[src/rf_frontend_pkg.sv]
// Purpose: Shared constants and types for the radio front-end control block.
// Assumes: 8-bit registers with a 7-bit address, reached over the serial slave port.
// Notes: Power figures are carried in tenths of a dBm.
package rf_frontend_pkg;
    // ------------------------------------------------------------
    // Register offsets
    // ------------------------------------------------------------
    localparam logic [6:0] ADDR_AMP_CFG = 7'h09;
    localparam logic [6:0] ADDR_CUR_LIMIT = 7'h0B;
    localparam logic [6:0] ADDR_RX_STATUS = 7'h0C;
    localparam logic [6:0] ADDR_STR_CFG = 7'h0E;
    localparam logic [6:0] ADDR_STR_DETECT = 7'h10;
    localparam logic [6:0] ADDR_STR_VALUE = 7'h11;
    localparam logic [6:0] ADDR_BOOST_TRIM = 7'h4D;
    localparam logic [6:0] ADDR_GAIN_THR1 = 7'h61;
    // ------------------------------------------------------------
    // Reset values and special codes
    // ------------------------------------------------------------
    localparam logic [7:0] RST_AMP_CFG = 8'h4F;
    localparam logic [4:0] RST_CUR_LIMIT = 5'h0B;
    localparam logic [7:0] RST_STR_CFG = 8'h02;
    localparam logic [7:0] RST_STR_DETECT = 8'hE4;
    localparam logic [7:0] RST_BOOST_TRIM = 8'h84;
    localparam logic [7:0] BOOST_TRIM_HIGH = 8'h87;
    localparam logic [7:0] RST_GAIN_THR [5] = '{8'h20, 8'h40, 8'h60, 8'h80, 8'hA0};
    // ------------------------------------------------------------
    // Power and current arithmetic, tenths of dBm and mA
    // ------------------------------------------------------------
    localparam int BOOST_PEAK_NORMAL = 170;
    localparam int BOOST_PEAK_HIGH = 200;
    localparam int BAND_PEAK_BASE = 108;
    localparam int BAND_PEAK_STEP = 6;
    localparam int LEVEL_TOP = 15;
    localparam int DB_STEP = 10;
    localparam int CUR_LOW_BASE = 45;
    localparam int CUR_LOW_STEP = 5;
    localparam int CUR_HIGH_BASE = -30;
    localparam int CUR_HIGH_STEP = 10;
    localparam int CUR_LOW_LAST = 15;
    localparam int CUR_HIGH_LAST = 27;
    localparam int CUR_CLAMP = 240;
    // ------------------------------------------------------------
    // Types
    // ------------------------------------------------------------
    typedef struct packed {
        logic route;
        logic [2:0] ceiling;
        logic [3:0] level;
    } amp_cfg_t;
    typedef struct packed {
        logic [4:0] offset;
        logic [2:0] avg_code;
    } str_cfg_t;
    typedef enum logic [1:0] {
        RX_IDLE = 2'b00,
        RX_ENABLED = 2'b01,
        RX_ACTIVE = 2'b10
    } rx_state_t;
endpackage

[src/rf_frontend_control.sv]
// Purpose: Amplifier routing, power and current limit, gain steps, receive states
//          and averaged signal strength for a sub-GHz radio front end.
// Assumes: Serial pins are asynchronous; all other inputs share CLK.
// Notes: Registers are 8 bits wide and reached over a mode-0 serial slave.
//
// How it works
// - Route 1: boost pin, 17-(15-level) dBm
// - Route 0: band amp, peak 10.8+0.6*ceiling
// - Trim 0x87 at 0x4D raises boost peak
// - Current limit from trim, clamped at 240
// - Receive entry waits in enabled state
// - Preamble or strength detection enters active
// - Gain codes 001, 010, 011 below thresholds
// - Gain codes 100, 110, 111 above thresholds
// - Strength equals averaged level plus offset
// - Offset signed, -16 to +15 dB
// - Average over 2^(code+1) samples
// - Calibration start restarts strength measurement
// - Registers via mode-0 serial slave only
`timescale 1ns/10ps
`default_nettype none
module rf_frontend_control (
    input wire logic CLK,
    input wire logic NRST,
    input wire logic CE,
    input wire logic SER_NSEL_N,
    input wire logic SER_SCK,
    input wire logic SER_MOSI,
    output logic SER_MISO,
    output logic SER_MISO_OE,
    input wire logic HIGH_BAND,
    input wire logic RX_MODE,
    input wire logic PREAMBLE_VALID,
    input wire logic CAL_START,
    input wire logic [7:0] INPUT_LEVEL,
    input wire logic STR_SAMPLE_VALID,
    input wire logic [7:0] STR_SAMPLE,
    output logic BOOST_AMP_EN,
    output logic LOW_BAND_AMP_EN,
    output logic HIGH_BAND_AMP_EN,
    output logic signed [9:0] POWER_DBM_X10,
    output logic [7:0] CURRENT_LIMIT_MA,
    output logic [2:0] FRONT_GAIN_CODE,
    output logic RX_ENABLED_ST,
    output logic RX_ACTIVE_ST,
    output logic [7:0] SIGNAL_STRENGTH
);
    import rf_frontend_pkg::*;

    // ------------------------------------------------------------
    // Pin synchronisers
    // ------------------------------------------------------------
    logic [2:0] sync_a, sync_b;
    logic sck_d;
    // Second stage is the only reader of the first; sck_d gives edges.
    // Reset to the idle pin levels, so no false select or clock edge follows reset.
    always_ff @(posedge CLK or negedge NRST) begin
        if (!NRST) begin
            sync_a <= 3'b100;
            sync_b <= 3'b100;
            sck_d <= 1'b0;
        end else if (CE) begin
            sync_a <= {SER_NSEL_N, SER_SCK, SER_MOSI};
            sync_b <= sync_a;
            sck_d <= sync_b[1];
        end
    end
    logic nsel_n_s, sck_s, mosi_s, sck_rise, sck_fall;
    assign nsel_n_s = sync_b[2];
    assign sck_s = sync_b[1];
    assign mosi_s = sync_b[0];
    assign sck_rise = sck_s & ~sck_d;
    assign sck_fall = ~sck_s & sck_d;

    // ------------------------------------------------------------
    // Serial slave and register file
    // ------------------------------------------------------------
    logic [7:0] rx_sh, tx_sh, next_rx_sh, next_tx_sh;
    logic [2:0] bit_cnt, next_bit_cnt;
    logic addr_phase, next_addr_phase, wnr, next_wnr, miso, next_miso;
    logic [6:0] addr, next_addr;
    amp_cfg_t amp_cfg, next_amp_cfg;
    str_cfg_t str_cfg, next_str_cfg;
    logic [4:0] cur_trim, next_cur_trim;
    logic [7:0] boost_trim, next_boost_trim, det_thr, next_det_thr;
    logic [7:0] gain_thr [5];
    logic [7:0] next_gain_thr [5];
    logic [7:0] str_value;
    logic [2:0] gain_code;
    rx_state_t rx_state;

    function automatic logic [7:0] read_reg(input logic [6:0] a);
        logic [7:0] d;
        d = 8'h00;
        if (a == ADDR_AMP_CFG) d = amp_cfg;
        if (a == ADDR_CUR_LIMIT) d = {3'b000, cur_trim};
        if (a == ADDR_RX_STATUS) d = {3'b000, rx_state, gain_code};
        if (a == ADDR_STR_CFG) d = str_cfg;
        if (a == ADDR_STR_DETECT) d = det_thr;
        if (a == ADDR_STR_VALUE) d = str_value;
        if (a == ADDR_BOOST_TRIM) d = boost_trim;
        for (int i = 0; i < 5; i++) begin
            if (a == ADDR_GAIN_THR1 + 7'(i)) d = gain_thr[i];
        end
        return d;
    endfunction

    // Burst access: address steps after each data byte; the byte shifted out
    // during a write is the register's old value, as it was loaded beforehand.
    always_comb begin
        logic [7:0] sh;
        sh = {rx_sh[6:0], mosi_s};
        next_rx_sh = rx_sh;
        next_tx_sh = tx_sh;
        next_bit_cnt = bit_cnt;
        next_addr_phase = addr_phase;
        next_wnr = wnr;
        next_addr = addr;
        next_miso = miso;
        next_amp_cfg = amp_cfg;
        next_str_cfg = str_cfg;
        next_cur_trim = cur_trim;
        next_boost_trim = boost_trim;
        next_det_thr = det_thr;
        next_gain_thr = gain_thr;
        if (nsel_n_s) begin
            next_addr_phase = 1'b1;
            next_bit_cnt = 3'd0;
            next_tx_sh = 8'h00;
        end else if (sck_rise) begin
            next_rx_sh = sh;
            next_bit_cnt = bit_cnt + 3'd1;
            if (bit_cnt == 3'd7) begin
                if (addr_phase) begin
                    next_addr_phase = 1'b0;
                    next_wnr = sh[7];
                    next_addr = sh[6:0];
                    next_tx_sh = read_reg(sh[6:0]);
                end else begin
                    if (wnr) begin
                        if (addr == ADDR_AMP_CFG) next_amp_cfg = sh;
                        if (addr == ADDR_CUR_LIMIT) next_cur_trim = sh[4:0];
                        if (addr == ADDR_STR_CFG) next_str_cfg = sh;
                        if (addr == ADDR_STR_DETECT) next_det_thr = sh;
                        if (addr == ADDR_BOOST_TRIM) next_boost_trim = sh;
                        for (int i = 0; i < 5; i++) begin
                            if (addr == ADDR_GAIN_THR1 + 7'(i)) next_gain_thr[i] = sh;
                        end
                    end
                    next_addr = addr + 7'd1;
                    next_tx_sh = read_reg(addr + 7'd1);
                end
            end
        end else if (sck_fall) begin
            next_miso = tx_sh[7];
            next_tx_sh = {tx_sh[6:0], 1'b0};
        end
    end

    always_ff @(posedge CLK or negedge NRST) begin
        if (!NRST) begin
            rx_sh <= 8'h00;
            tx_sh <= 8'h00;
            bit_cnt <= 3'd0;
            addr_phase <= 1'b1;
            wnr <= 1'b0;
            addr <= 7'h00;
            miso <= 1'b0;
            amp_cfg <= RST_AMP_CFG;
            str_cfg <= RST_STR_CFG;
            cur_trim <= RST_CUR_LIMIT;
            boost_trim <= RST_BOOST_TRIM;
            det_thr <= RST_STR_DETECT;
            gain_thr <= RST_GAIN_THR;
        end else if (CE) begin
            rx_sh <= next_rx_sh;
            tx_sh <= next_tx_sh;
            bit_cnt <= next_bit_cnt;
            addr_phase <= next_addr_phase;
            wnr <= next_wnr;
            addr <= next_addr;
            miso <= next_miso;
            amp_cfg <= next_amp_cfg;
            str_cfg <= next_str_cfg;
            cur_trim <= next_cur_trim;
            boost_trim <= next_boost_trim;
            det_thr <= next_det_thr;
            gain_thr <= next_gain_thr;
        end
    end

    // ------------------------------------------------------------
    // Strength averaging over a sliding window
    // ------------------------------------------------------------
    logic [7:0] samples [256];
    logic [7:0] wptr, next_wptr, avg, next_avg;
    logic [8:0] fill, next_fill;
    logic [15:0] sum, next_sum;
    logic [2:0] last_code;
    logic avg_ready, next_avg_ready, restart;
    rx_state_t next_rx_state;

    // Any change of window length restarts, since the old sum no longer fits it.
    assign restart = CAL_START || (str_cfg.avg_code != last_code)
        || (rx_state == RX_IDLE && next_rx_state == RX_ENABLED);

    always_comb begin
        logic [8:0] n;
        logic full;
        n = 9'd2 << str_cfg.avg_code;
        full = fill >= n;
        next_wptr = wptr;
        next_fill = fill;
        next_sum = sum;
        next_avg = avg;
        next_avg_ready = avg_ready;
        if (restart) begin
            next_fill = 9'd0;
            next_sum = 16'h0000;
            next_avg_ready = 1'b0;
        end else if (STR_SAMPLE_VALID) begin
            next_sum = sum + 16'(STR_SAMPLE)
                - (full ? 16'(samples[8'(wptr - n[7:0])]) : 16'h0000);
            next_fill = full ? fill : fill + 9'd1;
            next_wptr = wptr + 8'd1;
            if (next_fill >= n) begin
                next_avg = 8'(next_sum >> ({1'b0, str_cfg.avg_code} + 4'd1));
                next_avg_ready = 1'b1;
            end
        end
    end

    always_ff @(posedge CLK) begin
        if (CE && STR_SAMPLE_VALID) begin
            samples[wptr] <= STR_SAMPLE;
        end
    end

    always_ff @(posedge CLK or negedge NRST) begin
        if (!NRST) begin
            wptr <= 8'h00;
            fill <= 9'd0;
            sum <= 16'h0000;
            avg <= 8'h00;
            avg_ready <= 1'b0;
            last_code <= RST_STR_CFG[2:0];
        end else if (CE) begin
            wptr <= next_wptr;
            fill <= next_fill;
            sum <= next_sum;
            avg <= next_avg;
            avg_ready <= next_avg_ready;
            last_code <= str_cfg.avg_code;
        end
    end

    // ------------------------------------------------------------
    // Receive states
    // ------------------------------------------------------------
    // Smaller strength value means a stronger signal, so detection is at or below.
    // The fresh value is compared, since the register lags the ready flag by a cycle.
    logic [7:0] next_str_value;
    always_comb begin
        next_rx_state = rx_state;
        unique case (rx_state)
            RX_IDLE: begin
                if (RX_MODE) next_rx_state = RX_ENABLED;
            end
            RX_ENABLED: begin
                if (!RX_MODE) next_rx_state = RX_IDLE;
                else if (PREAMBLE_VALID || (avg_ready && next_str_value <= det_thr)) begin
                    next_rx_state = RX_ACTIVE;
                end
            end
            RX_ACTIVE: begin
                if (!RX_MODE) next_rx_state = RX_IDLE;
            end
            default: next_rx_state = RX_IDLE;
        endcase
    end

    always_ff @(posedge CLK or negedge NRST) begin
        if (!NRST) rx_state <= RX_IDLE;
        else if (CE) rx_state <= next_rx_state;
    end

    // ------------------------------------------------------------
    // Derived values and registered outputs
    // ------------------------------------------------------------
    logic signed [10:0] peak, pout, strength;
    logic [7:0] cur_ma;
    always_comb begin
        if (amp_cfg.route) begin
            peak = (boost_trim == BOOST_TRIM_HIGH) ? 11'(BOOST_PEAK_HIGH)
                : 11'(BOOST_PEAK_NORMAL);
        end else begin
            peak = 11'(BAND_PEAK_BASE + BAND_PEAK_STEP * int'(amp_cfg.ceiling));
        end
        pout = peak - 11'(DB_STEP * (LEVEL_TOP - int'(amp_cfg.level)));
        if (cur_trim <= 5'(CUR_LOW_LAST)) begin
            cur_ma = 8'(CUR_LOW_BASE + CUR_LOW_STEP * int'(cur_trim));
        end else if (cur_trim <= 5'(CUR_HIGH_LAST)) begin
            cur_ma = 8'(CUR_HIGH_BASE + CUR_HIGH_STEP * int'(cur_trim));
        end else begin
            cur_ma = 8'(CUR_CLAMP);
        end
        if (INPUT_LEVEL <= gain_thr[0]) gain_code = 3'b001;
        else if (INPUT_LEVEL <= gain_thr[1]) gain_code = 3'b010;
        else if (INPUT_LEVEL <= gain_thr[2]) gain_code = 3'b011;
        else if (INPUT_LEVEL <= gain_thr[3]) gain_code = 3'b100;
        else if (INPUT_LEVEL <= gain_thr[4]) gain_code = 3'b110;
        else gain_code = 3'b111;
        // Offset is in whole dB, the value in half dB, hence the doubling.
        strength = $signed({3'b000, avg}) + ($signed(str_cfg.offset) * 11'sd2);
        if (strength < 0) next_str_value = 8'h00;
        else if (strength > 11'sd255) next_str_value = 8'hFF;
        else next_str_value = strength[7:0];
    end

    always_ff @(posedge CLK or negedge NRST) begin
        if (!NRST) begin
            SER_MISO <= 1'b0;
            SER_MISO_OE <= 1'b0;
            BOOST_AMP_EN <= 1'b0;
            LOW_BAND_AMP_EN <= 1'b0;
            HIGH_BAND_AMP_EN <= 1'b0;
            POWER_DBM_X10 <= 10'sd0;
            CURRENT_LIMIT_MA <= 8'h00;
            FRONT_GAIN_CODE <= 3'b001;
            RX_ENABLED_ST <= 1'b0;
            RX_ACTIVE_ST <= 1'b0;
            str_value <= 8'h00;
            SIGNAL_STRENGTH <= 8'h00;
        end else if (CE) begin
            SER_MISO <= next_miso;
            SER_MISO_OE <= ~nsel_n_s;
            BOOST_AMP_EN <= amp_cfg.route;
            LOW_BAND_AMP_EN <= ~amp_cfg.route & ~HIGH_BAND;
            HIGH_BAND_AMP_EN <= ~amp_cfg.route & HIGH_BAND;
            POWER_DBM_X10 <= pout[9:0];
            CURRENT_LIMIT_MA <= cur_ma;
            FRONT_GAIN_CODE <= gain_code;
            RX_ENABLED_ST <= (next_rx_state == RX_ENABLED);
            RX_ACTIVE_ST <= (next_rx_state == RX_ACTIVE);
            str_value <= next_str_value;
            SIGNAL_STRENGTH <= next_str_value;
        end
    end
endmodule
`default_nettype wire

[config.mk]
export PLATFORM = sky130hd
export DESIGN_NAME = rf_frontend_control
export DESIGN_NICKNAME = d
export VERILOG_FILES = /design/src/rf_frontend_pkg.sv /design/src/rf_frontend_control.sv
export SDC_FILE = /design/constraint.sdc
export NUM_CORES = 2
export LEC_CHECK = 0
export BUFFER_PORTS_ARGS = -buffer_cell sky130_fd_sc_hd__buf_2
export CAP_MARGIN = 20
export CELL_PAD_IN_SITES_DETAIL_PLACEMENT = 1
export CELL_PAD_IN_SITES_GLOBAL_PLACEMENT = 1
export CORE_AREA = 2 2 457 459
export DETAILED_ROUTE_END_ITERATION = 8
export DIE_AREA = 0 0 459 461
export HOLD_SLACK_MARGIN = 0.1
export PLACE_DENSITY_LB_ADDON = 0.2
export SLEW_MARGIN = 10
export SYNTH_ARGS = -nofsm -noshare
export SYNTH_HDL_FRONTEND = slang
export SYNTH_SLANG_ARGS = --single-unit
[constraint.sdc]
create_clock -name CLK -period 10.9 [get_ports CLK]
set_input_delay 0.545 -clock CLK [delete_from_list [all_inputs] [get_ports CLK]]
set_output_delay 0.545 -clock CLK [all_outputs]
set_load 0.005 [all_outputs]
# == After elaboration in Yosys (flattened, before gate mapping) ==
# Memory sizes are Yosys's and may differ from the RTL's.
# Cells that the tools add are included.
# word_totals
register_bits,194
ram_bits,2048
romBits,0
out_inout_bits,36
latch_bits,0
n_memories,1
input_bits,27
# mem_list
memory,words,word_bits,read_ports,rd_ports_with_merged_regs,write_ports,line_no,rtl
samples,256,8,1,0,1,rf_frontend_control.sv:195,logic [7:0] samples [256];
# op_classes
bitwise,12
n_mux,65
n_eq_ne,42
shifts,2
addsub,14
n_reduce_logical,33
magnitude_cmp,12
n_div,0
n_mul,4
# op_table
operator,n
$mux 8,35
$eq 7x7->1 const B,18
$eq 7x4->1 const B,11
$reduce_and 7->1,10
$le 8x8->1,6
$eq 7x5->1 const B,5
$mux 16,2
$mux 9,3
$ge 9x9->1,2
$add 16x8->16,1
$add 6x8->8 const A,2
$shr 16x4->8,1
$sub 16x8->16,1
$mux 3,5
$reduce_and 3->1,5
$mux 7,2
$mux 1,12
$reduce_and 4->1,3
$add 9x6->10,1
$gt 10x9->1 const B,1
$lt 10x1->1 const B,1
$mux 2,5
$sub 9x10->10,1
$add 9x1->9 const B,1
other kinds (30),50

# == Longest topological paths before layout ==
# depth
word_depth,20
ltp_mapped,31
ltp_nobuf,26

# == Worst setup path after synthesis ==
# Ideal clock, no wire load.
# synth_timing
kind,register to register
startpoint,register str_cfg[1] in the netlist's numbering
endpoint,register avg[7]
setup_slack_ns,4.744
n_path_buf,2
stages_incl_launch_ff,28
period_less_slack_ns,6.156
t_arrival_ns,6.030
path_cell_list,dfstp_2 > clkbuf_1 > inv_2 > nand3_1 > ha_1 > nor2b_4 > o31a_4 > xnor2_4 > buf_6 > mux4_2 > nand2_1 > and3_1 > a21oi_1 > a22oi_1 > o21ai_0 > ha_1 > inv_1 > ha_1 > fa_1 > a211oi_1 > nor2_1 > o221ai_1 > a21oi_1 > xnor2_1 > o22ai_1 > nor4_1 > o2111ai_1 > o32a_1
# synth_via
elab_chain_len,6
elab_cells_between_ends,15
cone_classes,add/sub: 3; order compare: 2; eq/ne: 1; shift: 2; mux: 2; bitwise: 1; reduce/logical: 3; memory: 1
# synth_lines
element,line_no,rtl
from (decl),rf_frontend_control.sv:83,"str_cfg_t str_cfg, next_str_cfg;"
from (signal assigned),rf_frontend_control.sv:184,str_cfg <= next_str_cfg;
$shl 2x3->9,rf_frontend_control.sv:210,n = 9'd2 << str_cfg.avg_code;
$sub 8x8->8,rf_frontend_control.sv:223,- (full ? 16'(samples[8'(wptr - n[7:0])]) : 16'h0000);
$mem_v2 256x8,--,
$mux 8,rf_frontend_control.sv:223,
$sub 16x8->16,rf_frontend_control.sv:223,
$shr 16x4->8,rf_frontend_control.sv:227,"next_avg = 8'(next_sum >> ({1'b0, str_cfg.avg_code} + 4'd1));"
to (signal assigned),rf_frontend_control.sv:251,avg <= next_avg;
to (decl),rf_frontend_control.sv:196,"logic [7:0] wptr, next_wptr, avg, next_avg;"
# Parallel ways exist; a longest one is shown, timed or not.
# A chain may end at the register's enable or synchronous reset.

# == Worst setup path after layout ==
# layout_timing
startpoint,register str_cfg[1] in the netlist's numbering
endpoint,register avg[6]
# The elaborated chain is that of the path after synthesis.

==> impl_metrics.env <==
export IMPL_floorplan_io_pins=63
export IMPL_power_total_w=0.0274
export IMPL_cp_num_buf_inv=5
export IMPL_gp_routability_congestion=0.895
export IMPL_power_report_internal_total_w=0.0176
export IMPL_firstDrtPassIters=5
export IMPL_power_switching_share_pct=35.9
export IMPL_cts_htree_levels=4
export IMPL_synthDistinctLibCells=90
export IMPL_layout_cell_area_non_filler_um2=106000
export IMPL_worst_clock_skew_ns=0.0540
export IMPL_flop_to_flop_setup_slack_ns=2.40
export IMPL_initial_core_utilization_pct=45.8
export IMPL_synth_enable_flop_cells=2048
export IMPL_fmax_mhz=118
export IMPL_sequential_cell_area_um2=66400
export IMPL_sw_pwr_w=0.00985
export IMPL_yosys_warnings=0
export IMPL_clock_power_share_pct=29.2
export IMPL_multi_input_comb_area_um2=26200
export IMPL_clock_tree_root_cell="sky130_fd_sc_hd__clkbuf_16"
export IMPL_vdd_ir_drop_worst_mv=0.351
export IMPL_global_route_usage_total_pct=25.7
export IMPL_cts_repair_resize_count=0
export IMPL_crit_fanout=37
export IMPL_timing_critical_path_cells="inv_2, nand2_1, inv_1, ha_4, buf_4, buf_4, mux4_2, nand2_1, nand3_1, a311oi_1, a21oi_1, a221o_1, fa_1, inv_1, ha_1, o21ai_0, o211a_1, o31ai_1, o21ai_0, a31oi_1, nor2_1, a21o_1, a31oi_1, nor4b_1"
export IMPL_final_hold_vios=0
export IMPL_path_delay_family="compound AO/OA/AOI/OAI gates"
export IMPL_synthesis_nets=5606
export IMPL_post_cts_repair_setup_buffers=0
export IMPL_grt_pass1_vias=54000
export IMPL_core_region_area_um2=206000
export IMPL_finalSetupTns_ns=0
export IMPL_timing_max_transition_violations_final=0
export IMPL_drv_cap=0
export IMPL_max_slew_margin_vs_limit_pct=20.6
export IMPL_final_wirelength_mm=271
export IMPL_path_clk_slew_ns=0.06
export IMPL_min_to="samples[108][3]$_DFFE_PP_"
export IMPL_power_sequential_fraction_pct=35.2
export IMPL_reg2regPathDepth=24
export IMPL_grt_most_used_layer="met2"
export IMPL_vias=52100
export IMPL_final_fill_count=18900
export IMPL_drc=0
export IMPL_synth_async_reset_ratio_pct=8.61
export IMPL_crit_reg2reg_capture="avg[6]$_DFFE_PN0P_"
export IMPL_setup_violations_final=0
export IMPL_grt_use_met1_pct=36.5
export IMPL_ctsLongestPathBuffers=3
export IMPL_outcome="completed"
export IMPL_placedInstanceArea_um2=97800
export IMPL_grt_util_met2_pct=41.3
export IMPL_grt_pass1_wl_mm=395
export IMPL_finalWorstPathRequiredPeriod_ns=8.50
export IMPL_placement_rows=167
export IMPL_cp_max_stage_delay_ns=0.85
export IMPL_final_hold_worst_slack_ns=0.146
export IMPL_drt_antenna_violating_nets=0
export IMPL_nets=5696
export IMPL_worst_setup_path_type="register to register"
export IMPL_grt_start_max_net_pins=194
export IMPL_share_comb_of_total_power_pct=35.6
export IMPL_die_area_um2=212000
export IMPL_cp_slowest_cell="sky130_fd_sc_hd__a311oi_1"
export IMPL_globalRouteOverflowTotal=0
export IMPL_worstPathArrival_ns=9.23
export IMPL_cts_num_sinks=2241
export IMPL_die_height_um=461
export IMPL_wl_per_cell_um=32.2
export IMPL_syn_inst=5424
export IMPL_crit_path_start_kind="register"
export IMPL_p_r_area_growth_vs_syn_pct=11.6
export IMPL_antenna_found_initial=10
export IMPL_clock_latency_ns=0.88
export IMPL_worstHoldStart="STR_SAMPLE[3]"
export IMPL_worst_endpoint_required_ns=11.63
export IMPL_synth_area_per_cell_um2=17.4
export IMPL_min_path_cells=1
export IMPL_timing_hold_worst_class="primary input to register"
export IMPL_leakage_nw=34.8
export IMPL_final_layout_size_suffix_gt1_share_pct=21.2
export IMPL_power_per_cell_area_nw_per_um2=260
export IMPL_dp_wirelength_mm=171
export IMPL_hold_buffers=9
export IMPL_timing_worst_slew_pin_value_ns=1.19
export IMPL_numCtsBuffers=226
export IMPL_global_route_usage_met3_pct=4.06
export IMPL_tritoncts_clock_tree="done"
export IMPL_rsz0062_at_grt="false"
export IMPL_ff_to_ff_start="str_cfg[1]$_DFFE_PN1P_"
export IMPL_quantity_of_i_o_buffers_inserted_on_ports=61
export IMPL_synth_top_flop_cell="sky130_fd_sc_hd__edfxtp_1"
export IMPL_viasPerCell=6.19
export IMPL_yosysSeqAreaShare_pct=70.1
export IMPL_min_period_over_period_pct=77.9
export IMPL_category_of_the_worst_setup_path_capture_point="register"
export IMPL_drtIter0Drc=5520
export IMPL_chip_width_um=459
export IMPL_post_synth_instance_area_um2=94600
export IMPL_postSynthRegisterBits=2241
cells in the final DEF (no fill, tap or decap), drive strengths merged, types with 30 or more instances in the layout:
cell type and n:
o21ai 114, bufinv 30, nand2 488, clkbuf 280, edfxtp 2048, a21o 38
a31oi 44, nand3 157, inv 150, dfrtp 166, clkinv 110, and3 52
mux4 554, mux2 104, a311oi 38, nor2 371, buf 153, mux2i 45
ha 141, a21oi 111, xnor2 44
final cells by class:
cell class                      instances  area share [%]
Sequential cell                      2241            62.9
Tap cell                             2704            3.20
Multi-Input combinational cell       2728            24.8
Clock inverter                        156            1.64
Timing Repair Buffer                  171            1.34
Antenna cell                            3         0.00711
Inverter                              146           0.519
Clock buffer                          271            5.60
worst reg2reg max path, stage by stage, from the launching register on:
cell and delay [ns]:
sky130_fd_sc_hd__dfstp_2 0.76, sky130_fd_sc_hd__inv_2 0.19, sky130_fd_sc_hd__nand2_1 0.24, sky130_fd_sc_hd__inv_1 0.12
sky130_fd_sc_hd__ha_4 0.68, sky130_fd_sc_hd__buf_4 0.55, sky130_fd_sc_hd__buf_4 0.63, sky130_fd_sc_hd__mux4_2 0.43
sky130_fd_sc_hd__nand2_1 0.08, sky130_fd_sc_hd__nand3_1 0.15, sky130_fd_sc_hd__a311oi_1 0.85, sky130_fd_sc_hd__a21oi_1 0.23
sky130_fd_sc_hd__a221o_1 0.37, sky130_fd_sc_hd__fa_1 0.48, sky130_fd_sc_hd__inv_1 0.04, sky130_fd_sc_hd__ha_1 0.33
sky130_fd_sc_hd__o21ai_0 0.16, sky130_fd_sc_hd__o211a_1 0.27, sky130_fd_sc_hd__o31ai_1 0.54, sky130_fd_sc_hd__o21ai_0 0.21
sky130_fd_sc_hd__a31oi_1 0.39, sky130_fd_sc_hd__nor2_1 0.08, sky130_fd_sc_hd__a21o_1 0.19, sky130_fd_sc_hd__a31oi_1 0.16
sky130_fd_sc_hd__nor4b_1 0.25
state kept, by name (all words and copies together), names as in the netlist, 7 cells and up:
register          cells
fill                  9
samples            2048
amp_cfg               8
CURRENT_LIMIT_MA      8
det_thr               8
str_value             8
addr                  7
POWER_DBM_X10         9
wptr                  8
boost_trim            8
avg                   8
tx_sh                 8
rx_sh                 7
gain_thr             40
sum                  16
str_cfg               8
synthesized netlist by cell type, types with 45 or more instances:
master | number | area [µm²]
sky130_fd_sc_hd__edfxtp_1 | 2048 | 61500
sky130_fd_sc_hd__mux4_2 | 542 | 12200
sky130_fd_sc_hd__nand2_1 | 487 | 1830
sky130_fd_sc_hd__nor2_1 | 369 | 1390
sky130_fd_sc_hd__dfrtp_1 | 166 | 4150
sky130_fd_sc_hd__nand3_1 | 157 | 786
sky130_fd_sc_hd__clkbuf_1 | 155 | 582
sky130_fd_sc_hd__inv_1 | 144 | 541
sky130_fd_sc_hd__ha_1 | 141 | 1760
sky130_fd_sc_hd__a21oi_1 | 111 | 556
sky130_fd_sc_hd__o21ai_0 | 107 | 536
sky130_fd_sc_hd__mux2_2 | 104 | 1170
sky130_fd_sc_hd__buf_2 | 60 | 300
sky130_fd_sc_hd__and3_1 | 52 | 325
sky130_fd_sc_hd__buf_4 | 51 | 383
sky130_fd_sc_hd__mux2i_1 | 45 | 450
cells by family after synthesis:
logic type / Yosys count / synth area share (%)
compound gates: 577 / 4.17
xor+xnor: 65 / 0.629
fa+ha+maj: 155 / 2.16
buf+inv: 455 / 2.27
flops: 2241 / 70.1
mux: 703 / 14.9
other cells: 1 / 0.00396
simple gates: 1227 / 5.68
power by group through the flow:
stage                     sequential [W]  combinational, W  clock, W
final                            0.00965           0.00978   0.00802
after global routing             0.00966            0.0103   0.00843
after CTS                        0.00965           0.00979   0.00812
after detailed placement         0.00983           0.00972         0
after global placement           0.00982           0.00968         0
after floorplan                  0.00974           0.00606         0
stage by stage:
step | instances | util [%] | setup WS [ns]
after global routing | 8420 | 51.1 | 2.01
after detailed placement | 7980 | 47.4 | 2.60
after CTS | 8416 | 51.1 | 2.55
after floorplan | 5424 | - | 4.74
final | 8420 | 51.1 | 2.40
after global placement | 7979 | 47.4 | 2.58
worst max-delay path by stage:
stage,from,to,slack [ns],cells after the start
finish,str_cfg[1]$_DFFE_PN1P_,avg[6]$_DFFE_PN0P_,2.40,24
global route,str_cfg[1]$_DFFE_PN1P_,avg[7]$_DFFE_PN0P_,2.01,24
CTS,str_cfg[1]$_DFFE_PN1P_,avg[7]$_DFFE_PN0P_,2.55,24
detailed placement,str_cfg[1]$_DFFE_PN1P_,avg[7]$_DFFE_PN0P_,2.60,24
global placement,str_cfg[0]$_DFFE_PN0P_,avg[6]$_DFFE_PN0P_,2.58,24
floorplan,str_cfg[1]$_DFFE_PN1P_,avg[7]$_DFFE_PN0P_,4.74,27
metal layers:
metal | vias up | share of wire [%]
li1 | 21700 | -
met1 | 28100 | 43
met2 | 1907 | 48
met3 | 429 | 6.2
met4 | 2 | 3.0
met5 | - | 0.0066
No activity file was read; power rests on OpenSTA's default activity.
